[config.mk]
export PLATFORM = sky130hd
export DESIGN_NAME = dfs_sequencer
export DESIGN_NICKNAME = d
export VERILOG_FILES = /design/src/verilog/dfs_pkg.sv /design/src/verilog/dfs_sequencer.sv /design/src/verilog/dfs_timer.sv /design/src/verilog/dfs_fan_window.sv
export VERILOG_INCLUDE_DIRS = /design/src /design/src/verilog
export SDC_FILE = /design/constraint.sdc
export NUM_CORES = 1
export LEC_CHECK = 0
export BUFFER_PORTS_ARGS = -buffer_cell sky130_fd_sc_hd__buf_4
export CORE_MARGIN = 4
export CORE_UTILIZATION = 52
export DETAILED_ROUTE_END_ITERATION = 16
export PLACE_DENSITY = 0.8
export SYNTH_ARGS = -nofsm -noshare
export SYNTH_HDL_FRONTEND = slang
export SYNTH_HIERARCHICAL = 1
export SYNTH_SLANG_ARGS = --single-unit
[constraint.sdc]
create_clock -name clk -period 3.1 [get_ports clk]
set_input_delay 0.62 -clock clk [delete_from_list [all_inputs] [get_ports clk]]
set_output_delay 0.62 -clock clk [all_outputs]
set_load 0.05 [all_outputs]
[src/verilog/dfs_regs.svh]
// Constants of the defrost and fan sequencer
`ifndef DFS_REGS_SVH
`define DFS_REGS_SVH
// ----------------------------------------
// Widths and timer count
// ----------------------------------------
`define DFS_TW        16
`define DFS_NT        10
// ----------------------------------------
// Timer slots
// ----------------------------------------
`define DFS_T_PRE     0
`define DFS_T_DUR     1
`define DFS_T_DRIP    2
`define DFS_T_POSTH   3
`define DFS_T_EVAC    4
`define DFS_T_LIQ     5
`define DFS_T_PWR     6
`define DFS_T_FAND    7
`define DFS_T_FCYC    8
`define DFS_T_DISP    9
// ----------------------------------------
// Codes and reset values
// ----------------------------------------
`define DFS_T_OFF     16'h0000
`define DFS_AUX_SUCT  4'h3
`define DFS_DT_ELEC   2'h0
`define DFS_DT_HGAS   2'h1
`define DFS_DT_INV    2'h2
`define DFS_DT_CHG    2'h3
`define DFS_DL_OFF    2'h0
`define DFS_DL_FREEZE 2'h1
`define DFS_DL_LABEL  2'h2
`endif

[src/verilog/dfs_pkg.sv]
// Types of the defrost and fan sequencer
package dfs_pkg;
   typedef enum logic [4:0] {
      DFS_IDLE = 5'h01,
      DFS_PRE  = 5'h02,
      DFS_EVAC = 5'h04,
      DFS_DEF  = 5'h08,
      DFS_DRIP = 5'h10
   } dfs_state_t;
   typedef enum logic [1:0] {
      DFS_SHOW_LIVE   = 2'h0,
      DFS_SHOW_FROZEN = 2'h1,
      DFS_SHOW_DEF    = 2'h2,
      DFS_SHOW_POST   = 2'h3
   } dfs_disp_t;
endpackage : dfs_pkg

[src/verilog/dfs_sequencer.sv]
// Defrost, drain-heater, hot-gas valve and evaporator fan sequencer
`timescale 1ns/10ps
`include "dfs_regs.svh"
module dfs_sequencer (
   input  wire logic                clk,
   input  wire logic                sys_rst,
   input  wire logic                clk_en,
   input  wire logic                time_tick,
   input  wire logic                cool_demand,
   input  wire logic                defrost_start_req,
   input  wire logic                defrost_end_req,
   input  wire logic [1:0]          display_lock_select,
   input  wire logic [1:0]          defrost_type_select,
   input  wire logic [3:0]          aux_output_function,
   input  wire logic                drain_heater_enable,
   input  wire logic                fans_during_defrost,
   input  wire logic                evap_probe_valid,
   input  wire logic signed [15:0]  cabinet_probe,
   input  wire logic signed [15:0]  evaporator_probe,
   input  wire logic signed [15:0]  display_lock_value,
   input  wire logic signed [15:0]  setpoint,
   input  wire logic signed [15:0]  differential,
   input  wire logic signed [15:0]  fan_high_temp_cutoff,
   input  wire logic signed [15:0]  fan_low_temp_cutoff,
   input  wire logic signed [15:0]  fan_cutoff_hysteresis,
   input  wire logic [`DFS_TW-1:0]  post_defrost_alarm_disable_time,
   input  wire logic [`DFS_TW-1:0]  pre_defrost_time,
   input  wire logic [`DFS_TW-1:0]  post_defrost_heater_time,
   input  wire logic [`DFS_TW-1:0]  defrost_max_duration,
   input  wire logic [`DFS_TW-1:0]  dripping_time,
   input  wire logic [`DFS_TW-1:0]  power_on_output_delay,
   input  wire logic [`DFS_TW-1:0]  liquid_valve_start_delay,
   input  wire logic [`DFS_TW-1:0]  evacuation_delay,
   input  wire logic [`DFS_TW-1:0]  post_defrost_fan_delay,
   input  wire logic [`DFS_TW-1:0]  fan_on_time_comp_off,
   input  wire logic [`DFS_TW-1:0]  fan_off_time_comp_off,
   output logic                     compressor_output,
   output logic                     defrost_output,
   output logic                     drain_heater_output,
   output logic                     auxiliary_output,
   output logic                     fan_output,
   output logic                     fan_delay_flash,
   output logic                     dripping_active,
   output dfs_pkg::dfs_disp_t       display_code,
   output logic signed [15:0]       display_value
);
   // ----------------------------------------
   // Timers
   // ----------------------------------------
   logic [`DFS_NT-1:0] t_ld, t_busy, t_done;
   logic [`DFS_TW-1:0] t_val [`DFS_NT];

   genvar gi;
   generate
      for (gi = 0; gi < `DFS_NT; gi++) begin : g_tmr
         dfs_timer u_tmr (
            .clk      (clk),
            .sys_rst  (sys_rst),
            .clk_en   (clk_en),
            .tick     (time_tick),
            .load     (t_ld[gi]),
            .load_val (t_val[gi]),
            .busy     (t_busy[gi]),
            .done     (t_done[gi])
         );
      end
   endgenerate

   logic fan_ok;
   dfs_fan_window u_win (
      .clk         (clk),
      .sys_rst     (sys_rst),
      .clk_en      (clk_en),
      .probe_valid (evap_probe_valid),
      .evap        (evaporator_probe),
      .high_cut    (fan_high_temp_cutoff),
      .low_cut     (fan_low_temp_cutoff),
      .hyst        (fan_cutoff_hysteresis),
      .fan_ok      (fan_ok)
   );

   // ----------------------------------------
   // Sequencer state
   // ----------------------------------------
   dfs_pkg::dfs_state_t state_r, state_nxt;
   dfs_pkg::dfs_disp_t  disp_r, disp_nxt;
   logic comp_r, comp_nxt, def_r, def_nxt, heat_r, heat_nxt;
   logic suct_r, suct_nxt, fan_r, fan_nxt, fhold_r, fhold_nxt;
   logic fcyc_r, fcyc_nxt, boot_r, boot_nxt, pwr_r, pwr_nxt;
   logic dlock_r, dlock_nxt, dpost_r, dpost_nxt;
   logic signed [15:0] dval_r, dval_nxt;
   logic chg, want, start_ok, fb, frz;
   logic signed [16:0] spd;

   // Hot-gas valve sequence only with suction on the aux output
   assign chg = defrost_type_select == `DFS_DT_CHG
             && aux_output_function == `DFS_AUX_SUCT;
   // Zero duration disables defrost altogether
   assign start_ok = defrost_start_req && defrost_max_duration != `DFS_T_OFF;
   assign want = cool_demand && pwr_r && (!chg || suct_r);
   assign spd = 17'(setpoint) + 17'(differential);
   assign frz = display_lock_select == `DFS_DL_FREEZE;

   always_comb begin
      state_nxt = state_r;
      comp_nxt  = comp_r;
      def_nxt   = def_r;
      heat_nxt  = heat_r;
      suct_nxt  = suct_r;
      fhold_nxt = fhold_r;
      fcyc_nxt  = fcyc_r;
      boot_nxt  = 1'b0;
      pwr_nxt   = pwr_r;
      dlock_nxt = dlock_r;
      dpost_nxt = dpost_r;
      t_ld      = '0;
      t_val[`DFS_T_PRE]   = pre_defrost_time;
      t_val[`DFS_T_DUR]   = defrost_max_duration;
      t_val[`DFS_T_DRIP]  = dripping_time;
      t_val[`DFS_T_POSTH] = post_defrost_heater_time;
      t_val[`DFS_T_EVAC]  = evacuation_delay;
      t_val[`DFS_T_LIQ]   = liquid_valve_start_delay;
      t_val[`DFS_T_PWR]   = power_on_output_delay;
      t_val[`DFS_T_FAND]  = post_defrost_fan_delay;
      t_val[`DFS_T_FCYC]  = fcyc_r ? fan_off_time_comp_off : fan_on_time_comp_off;
      t_val[`DFS_T_DISP]  = post_defrost_alarm_disable_time;

      // Power-up and, with centralized hot gas only, post-dripping restart share one delay
      if (boot_r)
         t_ld[`DFS_T_PWR] = 1'b1;
      if (t_done[`DFS_T_PWR]) begin
         pwr_nxt  = 1'b1;
         suct_nxt = chg && state_r != dfs_pkg::DFS_DEF;
      end
      if (t_done[`DFS_T_POSTH])
         heat_nxt = 1'b0;
      if (t_done[`DFS_T_FAND])
         fhold_nxt = 1'b0;

      unique case (state_r)
         dfs_pkg::DFS_IDLE: begin
            if (start_ok) begin
               comp_nxt  = 1'b0;
               dlock_nxt = display_lock_select != `DFS_DL_OFF;
               dpost_nxt = 1'b0;
               if (chg) begin
                  if (comp_r || t_busy[`DFS_T_EVAC]) begin
                     state_nxt = dfs_pkg::DFS_EVAC;
                  end else begin
                     // Evacuation already over: isolate now
                     suct_nxt  = 1'b0;
                     def_nxt   = 1'b1;
                     t_ld[`DFS_T_DUR] = 1'b1;
                     state_nxt = dfs_pkg::DFS_DEF;
                  end
               end else if (drain_heater_enable) begin
                  heat_nxt  = 1'b1;
                  t_ld[`DFS_T_PRE] = 1'b1;
                  state_nxt = dfs_pkg::DFS_PRE;
               end else begin
                  def_nxt   = 1'b1;
                  comp_nxt  = defrost_type_select != `DFS_DT_ELEC;
                  t_ld[`DFS_T_DUR] = 1'b1;
                  state_nxt = dfs_pkg::DFS_DEF;
               end
            end else if (!want) begin
               comp_nxt = 1'b0;
            end else if (!comp_r) begin
               if (t_done[`DFS_T_LIQ])
                  comp_nxt = 1'b1;
               else if (!t_busy[`DFS_T_LIQ])
                  t_ld[`DFS_T_LIQ] = 1'b1;
            end
         end
         dfs_pkg::DFS_PRE: begin
            if (t_done[`DFS_T_PRE]) begin
               def_nxt   = 1'b1;
               comp_nxt  = defrost_type_select != `DFS_DT_ELEC;
               t_ld[`DFS_T_DUR] = 1'b1;
               state_nxt = dfs_pkg::DFS_DEF;
            end
         end
         dfs_pkg::DFS_EVAC: begin
            if (t_done[`DFS_T_EVAC]) begin
               suct_nxt  = 1'b0;
               def_nxt   = 1'b1;
               t_ld[`DFS_T_DUR] = 1'b1;
               state_nxt = dfs_pkg::DFS_DEF;
            end
         end
         dfs_pkg::DFS_DEF: begin
            if (t_done[`DFS_T_DUR] || defrost_end_req) begin
               def_nxt   = 1'b0;
               comp_nxt  = 1'b0;
               fhold_nxt = !fans_during_defrost;
               dpost_nxt = dlock_r;
               t_ld[`DFS_T_DRIP] = 1'b1;
               t_ld[`DFS_T_FAND] = 1'b1;
               t_ld[`DFS_T_DISP] = 1'b1;
               t_ld[`DFS_T_POSTH] = heat_r;
               state_nxt = dfs_pkg::DFS_DRIP;
            end
         end
         dfs_pkg::DFS_DRIP: begin
            if (t_done[`DFS_T_DRIP]) begin
               // Compressor returns through the regulation path
               t_ld[`DFS_T_PWR] = chg;
               state_nxt = dfs_pkg::DFS_IDLE;
            end
         end
         default: state_nxt = dfs_pkg::DFS_IDLE;
      endcase

      // Fan on/off cycling while the compressor rests
      if (t_done[`DFS_T_FCYC] && !comp_r) begin
         fcyc_nxt = !fcyc_r;
         t_ld[`DFS_T_FCYC] = 1'b1;
      end
      if (comp_r && !comp_nxt) begin
         t_ld[`DFS_T_EVAC] = chg;
         fcyc_nxt = 1'b1;
         t_val[`DFS_T_FCYC] = fan_on_time_comp_off;
         t_ld[`DFS_T_FCYC] = 1'b1;
      end

      // Display release after defrost
      if (dpost_r && (17'(cabinet_probe) <= 17'(display_lock_value)
                      || 17'(cabinet_probe) <= spd || t_done[`DFS_T_DISP])) begin
         dlock_nxt = 1'b0;
         dpost_nxt = 1'b0;
      end
   end

   // ----------------------------------------
   // Fan and display next values
   // ----------------------------------------
   always_comb begin
      // Next values keep the fan in step with the valves
      if (state_nxt == dfs_pkg::DFS_DEF || state_nxt == dfs_pkg::DFS_PRE)
         fb = fans_during_defrost;
      else if (state_nxt == dfs_pkg::DFS_EVAC)
         fb = 1'b1; // Helps the evaporator empty
      else if (fhold_nxt)
         fb = 1'b0;
      else if (comp_nxt)
         fb = 1'b1;
      else if (fan_on_time_comp_off == `DFS_T_OFF)
         fb = 1'b0;
      else if (fan_off_time_comp_off == `DFS_T_OFF)
         fb = 1'b1;
      else
         fb = fcyc_nxt;
      fan_nxt = fb && fan_ok;
      if (!dlock_r)
         disp_nxt = dfs_pkg::DFS_SHOW_LIVE;
      else if (frz)
         disp_nxt = dfs_pkg::DFS_SHOW_FROZEN;
      else if (dpost_r)
         disp_nxt = dfs_pkg::DFS_SHOW_POST;
      else
         disp_nxt = dfs_pkg::DFS_SHOW_DEF;
      dval_nxt = (dlock_r && frz) ? dval_r : cabinet_probe;
   end

   always_ff @(posedge clk or posedge sys_rst) begin
      if (sys_rst) begin
         state_r <= dfs_pkg::DFS_IDLE;
         disp_r  <= dfs_pkg::DFS_SHOW_LIVE;
         comp_r  <= 1'b0;
         def_r   <= 1'b0;
         heat_r  <= 1'b0;
         suct_r  <= 1'b0;
         fan_r   <= 1'b0;
         fhold_r <= 1'b0;
         fcyc_r  <= 1'b0;
         boot_r  <= 1'b1;
         pwr_r   <= 1'b0;
         dlock_r <= 1'b0;
         dpost_r <= 1'b0;
         dval_r  <= 16'sh0000;
      end else if (clk_en) begin
         state_r <= state_nxt;
         disp_r  <= disp_nxt;
         comp_r  <= comp_nxt;
         def_r   <= def_nxt;
         heat_r  <= heat_nxt;
         suct_r  <= suct_nxt;
         fan_r   <= fan_nxt;
         fhold_r <= fhold_nxt;
         fcyc_r  <= fcyc_nxt;
         boot_r  <= boot_nxt;
         pwr_r   <= pwr_nxt;
         dlock_r <= dlock_nxt;
         dpost_r <= dpost_nxt;
         dval_r  <= dval_nxt;
      end
   end

   assign compressor_output   = comp_r;
   assign defrost_output      = def_r;
   assign drain_heater_output = heat_r;
   assign auxiliary_output    = suct_r;
   assign fan_output          = fan_r;
   assign fan_delay_flash     = fhold_r;
   assign dripping_active     = state_r == dfs_pkg::DFS_DRIP;
   assign display_code        = disp_r;
   assign display_value       = dval_r;

   // ----------------------------------------
   // Checks
   // ----------------------------------------
   heater_start_a: assert property (@(posedge clk) disable iff (sys_rst)
      clk_en && state_r == dfs_pkg::DFS_IDLE && start_ok && !chg && drain_heater_enable
      |=> heat_r && !comp_r && state_r == dfs_pkg::DFS_PRE)
      else $error("heater start sequence wrong");
   pre_expiry_a: assert property (@(posedge clk) disable iff (sys_rst)
      clk_en && state_r == dfs_pkg::DFS_PRE && t_done[`DFS_T_PRE]
      |=> def_r && comp_r == (defrost_type_select != `DFS_DT_ELEC))
      else $error("pre-defrost expiry outputs wrong");
   defrost_end_a: assert property (@(posedge clk) disable iff (sys_rst)
      clk_en && state_r == dfs_pkg::DFS_DEF && (t_done[`DFS_T_DUR] || defrost_end_req)
      |=> !def_r && !comp_r && dripping_active)
      else $error("defrost end outputs wrong");
   drip_hold_a: assert property (@(posedge clk) disable iff (sys_rst)
      dripping_active |-> !comp_r)
      else $error("compressor on while dripping");
   hotgas_only_a: assert property (@(posedge clk) disable iff (sys_rst)
      chg && state_r == dfs_pkg::DFS_DEF |-> !comp_r && !suct_r && def_r)
      else $error("valve active beside hot gas");
   liquid_close_a: assert property (@(posedge clk) disable iff (sys_rst)
      clk_en && chg && state_r == dfs_pkg::DFS_IDLE && start_ok |=> !comp_r)
      else $error("liquid valve not closed");
   evac_expiry_a: assert property (@(posedge clk) disable iff (sys_rst)
      clk_en && state_r == dfs_pkg::DFS_EVAC && t_done[`DFS_T_EVAC]
      |=> !suct_r && def_r && (fans_during_defrost || !fan_r))
      else $error("evacuation expiry wrong");
   fan_follow_a: assert property (@(posedge clk) disable iff (sys_rst)
      clk_en && state_nxt == dfs_pkg::DFS_IDLE && !comp_nxt
      && fan_on_time_comp_off == `DFS_T_OFF |=> !fan_r)
      else $error("fan runs with compressor off");
   fan_delay_a: assert property (@(posedge clk) disable iff (sys_rst)
      clk_en && fhold_nxt
      && (state_nxt == dfs_pkg::DFS_DRIP || state_nxt == dfs_pkg::DFS_IDLE) |=> !fan_r)
      else $error("fan on during post-defrost delay");
endmodule : dfs_sequencer

[src/verilog/dfs_timer.sv]
// Programmable delay counter on the common time-base tick
`timescale 1ns/10ps
`include "dfs_regs.svh"
module dfs_timer (
   input  wire logic                clk,
   input  wire logic                sys_rst,
   input  wire logic                clk_en,
   input  wire logic                tick,
   input  wire logic                load,
   input  wire logic [`DFS_TW-1:0]  load_val,
   output logic                     busy,
   output logic                     done
);
   logic [`DFS_TW-1:0] count_r, count_nxt;
   logic               arm_r, arm_nxt, done_r, done_nxt;

   // A zero load means off: done follows two cycles after the load
   always_comb begin
      count_nxt = count_r;
      arm_nxt   = arm_r;
      done_nxt  = 1'b0;
      if (load) begin
         count_nxt = load_val;
         arm_nxt   = 1'b1;
      end else if (arm_r && count_r == `DFS_T_OFF) begin
         arm_nxt  = 1'b0;
         done_nxt = 1'b1;
      end else if (arm_r && tick) begin
         count_nxt = count_r - 16'h0001;
      end
   end

   always_ff @(posedge clk or posedge sys_rst) begin
      if (sys_rst) begin
         count_r <= `DFS_T_OFF;
         arm_r   <= 1'b0;
         done_r  <= 1'b0;
      end else if (clk_en) begin
         count_r <= count_nxt;
         arm_r   <= arm_nxt;
         done_r  <= done_nxt;
      end
   end

   assign busy = arm_r;
   assign done = done_r;
endmodule : dfs_timer

[src/verilog/dfs_fan_window.sv]
// Evaporator temperature window with hysteresis for the fans
`timescale 1ns/10ps
module dfs_fan_window (
   input  wire logic               clk,
   input  wire logic               sys_rst,
   input  wire logic               clk_en,
   input  wire logic               probe_valid,
   input  wire logic signed [15:0] evap,
   input  wire logic signed [15:0] high_cut,
   input  wire logic signed [15:0] low_cut,
   input  wire logic signed [15:0] hyst,
   output logic                    fan_ok
);
   logic signed [16:0] ev, hi_off, lo_on;
   logic               hot_r, hot_nxt, cold_r, cold_nxt;

   assign ev     = 17'(evap);
   assign hi_off = 17'(high_cut) - 17'(hyst);
   assign lo_on  = 17'(low_cut) + 17'(hyst);

   always_comb begin
      hot_nxt  = hot_r;
      cold_nxt = cold_r;
      if (ev > 17'(high_cut))
         hot_nxt = 1'b1;
      else if (ev < hi_off)
         hot_nxt = 1'b0;
      if (ev < 17'(low_cut))
         cold_nxt = 1'b1;
      else if (ev > lo_on)
         cold_nxt = 1'b0;
   end

   always_ff @(posedge clk or posedge sys_rst) begin
      if (sys_rst) begin
         hot_r  <= 1'b0;
         cold_r <= 1'b0;
      end else if (clk_en) begin
         hot_r  <= hot_nxt;
         cold_r <= cold_nxt;
      end
   end

   // No valid probe: window never blocks
   assign fan_ok = !probe_valid || !(hot_r || cold_r);
endmodule : dfs_fan_window

* Yosys cells after proc, flatten, opt, wreduce, memory -nomap -nowiden
Cells that the tools add are included.
** Cells by class
- Bitwise logic cells :: 1
- Add/sub/neg operators :: 13
- Muxes and demuxes :: 160
- Reductions and logical operators :: 113
- Equal/unequal tests :: 30
- $lt $le $gt $ge :: 6
** Operators with widths (number)
- 2-to-1 mux 16 bit :: 32
- zero test 16 bit :: 12
- subtractor 16 x 1 -> 16 bit, second input constant :: 10
- 2-to-1 mux 1 bit :: 109
- nonzero test 2 bit :: 26
- adder 16 x 16 -> 17 bit :: 2
- AND reduction 3 bit :: 11
- logical AND 1 bit :: 30
- 2-to-1 mux 5 bit :: 6
- AND reduction 2 bit :: 14
- case mux 5 bit (5 select lines) :: 1
- != test 2 x 1 -> 1 bit, second input constant :: 11
- greater-than comparator 16 x 17 -> 1 bit :: 1
- <= comparator 16 x 17 -> 1 bit :: 1
- < comparator 16 x 17 -> 1 bit :: 1
- subtractor 16 x 16 -> 17 bit :: 1
- greater-than comparator 16 bit :: 1
- <= comparator 16 bit :: 1
- < comparator 16 bit :: 1
- nonzero test 16 bit :: 1
- != test 3 bit, second input constant :: 4
- equality test 5 x 2 -> 1 bit, second input constant :: 2
- equality test 5 x 3 -> 1 bit, second input constant :: 2
- equality test 5 x 4 -> 1 bit, second input constant :: 2
- 19 further kinds :: 41
** Storage, ports and cells
- Logic and storage cells :: 369
- Flip-flop bits (word level) :: 216
- Output and inout port bits :: 25
- Bits of input ports :: 322

* Depth between registers and ports, before layout
- Depth in word-level cells :: 18
- Depth in mapped cells :: 17
- Gate-level depth less buffers :: 17

* Cells and area by module
The synthesis kept the hierarchy.
** By module, submodules not included
- dfs_timer :: area each 1212.4 um^2, cells each 129, seq. area each 450.4 um^2, instances 10
- dfs_sequencer :: area each 3711.1 um^2, cells each 410, seq. area each 853.3 um^2, instances 1
- dfs_fan_window :: area each 3125.5 um^2, cells each 414, seq. area each 50.0 um^2, instances 1

* Least setup slack after synthesis
OpenSTA, ideal clock, no wires.
- Path kind :: input -> register
- From :: input setpoint[0]
- To :: register dlock_r
- Library setup time :: 0.133 ns
- Buffers on the path :: 0
- Setup slack :: -0.690 ns
- Cell stages on the path :: 17
- Required time :: 2.967 ns
- Arrival time :: 3.657 ns
- Cell sequence :: ha_1 -> inv_1 -> fa_1 -> nor2b_1 -> o21a_1 -> o21ai_0 -> a211oi_1 -> nor3_1 -> xor2_1 -> ha_1 -> a21o_1 -> a21o_1 -> a21o_1 -> a21o_1 -> a221o_1 -> a311oi_1 -> nor3_1
** Between the ends
- Longest elaborated chain between the ends :: 7
- Elaborated cells between the ends (all ways) :: 9
- Those cells by class :: add/sub (1); order compare (1); mux (1); reduce/logical (6)
** Ends and longest elaborated chain
- start: declaration :: RTL line dfs_sequencer.sv:21 : input wire logic signed [15:0] setpoint,
- adder 16 x 16 -> 17 bit * :: RTL line dfs_sequencer.sv:101 : assign spd = 17'(setpoint) + 17'(differential);
- <= comparator 16 x 17 -> 1 bit * :: RTL line dfs_sequencer.sv:228 : || 17'(cabinet_probe) <= spd || t_done[`DFS_T_DISP])) begin
- logical OR 1 bit * :: RTL line dfs_sequencer.sv:228
- logical OR 1 bit * :: RTL line dfs_sequencer.sv:227 : if (dpost_r && (17'(cabinet_probe) <= 17'(display_lock_value)
- logical AND 1 bit * :: RTL line dfs_sequencer.sv:227
- nonzero test 2 bit (no line)
- AND reduction 3 bit (no line)
- end signal: assignment :: RTL line dfs_sequencer.sv:293 : dlock_r <= dlock_nxt;
- end: declaration :: RTL line dfs_sequencer.sv:90 : logic dlock_r, dlock_nxt, dpost_r, dpost_nxt;
Mark *: on every way between the ends. The rest lies on a longest branch, timed or not.
A chain may end at the register's enable or synchronous reset.

* Worst setup path in the final report
- From :: input differential[0]
- To :: register dlock_r
** Between the ends
- Longest elaborated chain between the ends :: 7
- Elaborated cells between the ends (all ways) :: 9
- Those cells by class :: add/sub (1); order compare (1); mux (1); reduce/logical (6)
** Ends and longest elaborated chain
- start: declaration :: RTL line dfs_sequencer.sv:22 : input wire logic signed [15:0] differential,
- adder 16 x 16 -> 17 bit * :: RTL line dfs_sequencer.sv:101
- <= comparator 16 x 17 -> 1 bit * :: RTL line dfs_sequencer.sv:228
- logical OR 1 bit * :: RTL line dfs_sequencer.sv:228
- logical OR 1 bit * :: RTL line dfs_sequencer.sv:227
- logical AND 1 bit * :: RTL line dfs_sequencer.sv:227
- nonzero test 2 bit (no line)
- AND reduction 3 bit (no line)
Marks and branches as above.

==> results.json <==
{
  "vias": 18657,
  "critical_path.top_delay_family": "compound AO/OA/AOI/OAI gates",
  "p_per_area_nw_per_um2": 523,
  "drtIter0Drc": 1003,
  "yosysWarnings": 6,
  "finalClockSkew_ns": 0.0207,
  "fin_ws_ns": -0.312,
  "critPathBufInv": 2,
  "grt_pass1_wl_mm": 92.4,
  "synth_edf_count": 0,
  "htreeDepth": 1,
  "synthDistinctLibCells": 97,
  "violations": "setup timing",
  "ys_seq_area_share_pct": 28.5,
  "syn_inst": 2114,
  "ios": 347,
  "path_cells": "buf_6 > ha_4 > inv_2 > fa_2 > nor2b_2 > o21a_1 > o21ai_2 > a211oi_4 > nor3_2 > xor2_1 > ha_1 > a21o_1 > a21o_1 > a21o_1 > a21o_1 > a221o_1 > a311oi_2 > nor3_2",
  "dr.pass1.iters": 6,
  "ff2ff_setup_slack_ns": 0.29,
  "syn_nets": 2594,
  "rr_endpoint": "g_tmr[4].u_tmr/count_r[15]",
  "ys_seq_elements": 216,
  "num_antenna_cells": 0,
  "critPathSlowestCell": "fa_2",
  "timing.rr.start": "state_r[0]",
  "grt_use_total_pct": 27.9,
  "nets": 3050,
  "fillCellCount": 2825,
  "routedWlPerCell_um": 18.9,
  "synthTopCellsByArea": "dfrtp_1 28%, ha_1 10%, a21oi_1 4.2%",
  "slew_headroom_pct": 46.0,
  "rsz0062_at_grt": "yes",
  "pre_cts_slack_ns": -0.979,
  "place_congestion": 0.902,
  "clock_path_buffers": 3,
  "multi_input_comb_area_um2": 12800,
  "hpwl_mm": 44.6,
  "crit_start": "differential[0]",
  "cts_root_buf": "clkbuf_16",
  "crit_type": "primary input to register",
  "seqCellArea_um2": 5410,
  "worstRegToRegCells": 10,
  "p_leak_nw": 10.8,
  "overflow": 0,
  "vias_per_cell": 6.12,
  "portBuffers": 346,
  "area_delta_synth_final_pct": 26.5,
  "hold_class": "primary input to asynchronous set/reset pin",
  "slew_violations": 0,
  "cts_hold_buf": 0,
  "path_depth": 18,
  "hold_violations": 0,
  "remaining_drc_errors": 0,
  "yosysTopAreaCellShare_pct": 28.2,
  "avgSynthCellArea_um2": 8.97,
  "dieHeight_um": 199,
  "synthesis.area_um2": 19000,
  "drive_above_1_share_pct": 30.4,
  "tightest_slew_ns": 0.808,
  "ant_nets": 0,
  "initial_core_util_pct": 53.0,
  "grt_max_degree": 51,
  "num_rows": 69,
  "cp_common_cell": "a21o_1",
  "cap_violations": 0,
  "clk_pin_slew_ns": 0.07,
  "setup.worst_path.end": "dlock_r",
  "clock_latency_ns": 0.55,
  "setup_violations": 3,
  "arrival_ns": 3.81,
  "max_freq_mhz": 293,
  "ys.flop_type": "dfrtp_1",
  "cp-start-kind": "primary input",
  "yosys.area.top_type": "dfrtp_1",
  "core_area_um2": 35700,
  "cts_buffers": 25,
  "layout_min_cycle_time_ns": 3.41,
  "post-route-period-util_pct": 110,
  "drt_wl_total_mm": 57.8,
  "end_kind": "register",
  "slowest_delay_ns": 0.35,
  "vdd_ir_drop_max_uv": 422,
  "status": "complete, but fails checks",
  "crit_fanout": 2,
  "clock-sinks": 216,
  "grt_pass1_vias": 18670,
  "antenna_found_initial": 4,
  "synthArstFlopShare_pct": 100,
  "required_ns": 3.49,
  "total_power_w": 0.0126,
  "dieArea_um2": 39600,
  "cts_tree": "yes",
  "die-width_um": 199
}
[flip-flops by register name (all words and copies together) (netlist names), 2 cells and up]
| name | count |
|---|---|
| display_code | 2 |
| display_value | 16 |
| g_tmr.u_tmr/busy | 10 |
| g_tmr.u_tmr/count_r | 160 |
| g_tmr.u_tmr/done | 10 |
| state_r | 5 |
[cell type report]
type                            instances  area share (%)
Multi-Input combinational cell       1688            53.2
Sequential cell                       216            22.5
Timing Repair Buffer                  496            15.7
Clock buffer                           34            2.96
Tap cell                              461            2.40
Inverter                              143            2.29
Clock inverter                         11           0.928
[routing by layer]
metal,track usage (%),part of all wire (%),wire [um],up-vias
met2,46.5,47,27300,653
met1,36.8,42,24400,8937
met4,8.87,3.3,1890,8
li1,-,-,-,8923
met3,5.22,7.0,4070,136
met5,0,0.11,63,-
[cells in the mapped netlist (all sizes together), types with 11 or more instances]
library cell,n
dfrtp,214
nor2b,58
nor3b,30
nor3,73
and3,13
a21oi,159
o21ai,138
mux2,44
o221a,20
xor2,26
and4b,20
a221o,12
a211oi,29
a211o,12
nand2b,27
o21bai,42
a21o,52
a31oi,29
a22o,12
nand4,54
a222oi,20
xnor2,13
nand2,112
and2,14
nor2,192
nand3b,11
or2,16
nor4,74
or3,13
o41ai,24
ha,155
mux2i,21
a22oi,11
buf,11
nor4bb,11
o22a,13
inv,143
o211ai,17
nand3,28
clkbuf,56
[worst min-delay path by stage]
| stage | slack, ns | cells after the start | to |
|---|---|---|---|
| floorplan | 0.36 | 1 | u_win/cold_r |
| global placement | 0.44 | 1 | pwr_r |
| detailed placement | 0.46 | 1 | pwr_r |
| CTS | 0.06 | 2 | u_win/hot_r |
| global route | 0.08 | 2 | u_win/cold_r |
| finish | 0.09 | 2 | u_win/hot_r |
[cell families after synthesis]
kind of cell    Yosys count  synth area share (%)
buf+inv                 210                  5.62
fa+ha+maj               158                  10.5
compound gates          653                  24.4
mux                      65                  3.92
flops                   216                  28.5
xor+xnor                 39                  1.80
simple gates            773                  25.2
[placed cells by master, fill, tap and decap left out, types with 13 or more instances in the layout]
cell / n
nor3_1: 68
ha_1: 148
o21bai_1: 31
buf_4: 492
nor4_2: 23
nand3_1: 26
clkbuf_16: 25
nand2_1: 90
a21oi_1: 152
nor4_1: 39
a31oi_1: 28
nor3b_1: 30
o21ai_0: 130
o41ai_1: 22
nand2b_1: 27
a222oi_1: 20
xor2_1: 26
nor2_1: 188
mux2i_1: 21
nor2b_1: 55
a21o_1: 42
inv_1: 138
dfrtp_1: 214
mux2_2: 34
nand2_2: 21
nand4_1: 54
xnor2_1: 13
a211oi_1: 23
or3_1: 13
o211ai_1: 17
[through the flow]
stage	cell area, um2	utilization, %	instances	setup TNS [ns]	hold WS, ns
detailed placement	22900	64.0	2998	-3.85	0.464
global route	24000	67.1	3049	-1.10	0.0844
global placement	22900	64.0	2998	-2.61	0.437
floorplan	19100	-	2114	-1.09	0.361
CTS	23900	66.8	3047	-0.498	0.0632
finish	24000	67.1	3049	-0.710	0.0944
[power breakdown]
part	switching, W	internal, W
Clock	0.00129	0.00211
Combinational	0.00275	0.00233
Sequential	0.000703	0.00338
[repair_timing]
action | CTS | global route
endpoints found under the setup margin | 3 | 4
setup buffers | 4 | 2
resized for setup | 8 | 22
pin swaps | 10 | 23
[worst register-to-register path, stage by stage (launching register included)]
cell,delay (ns)
dfstp_2,0.56
nor2_1,0.06
nand3_1,0.24
nor3_1,0.15
nor3_2,0.31
nand3_4,0.14
nor2_2,0.22
buf_4,0.32
and2b_2,0.25
a222oi_1,0.29
o41ai_1,0.13
Note: power is estimated with default switching activity, not from simulation.
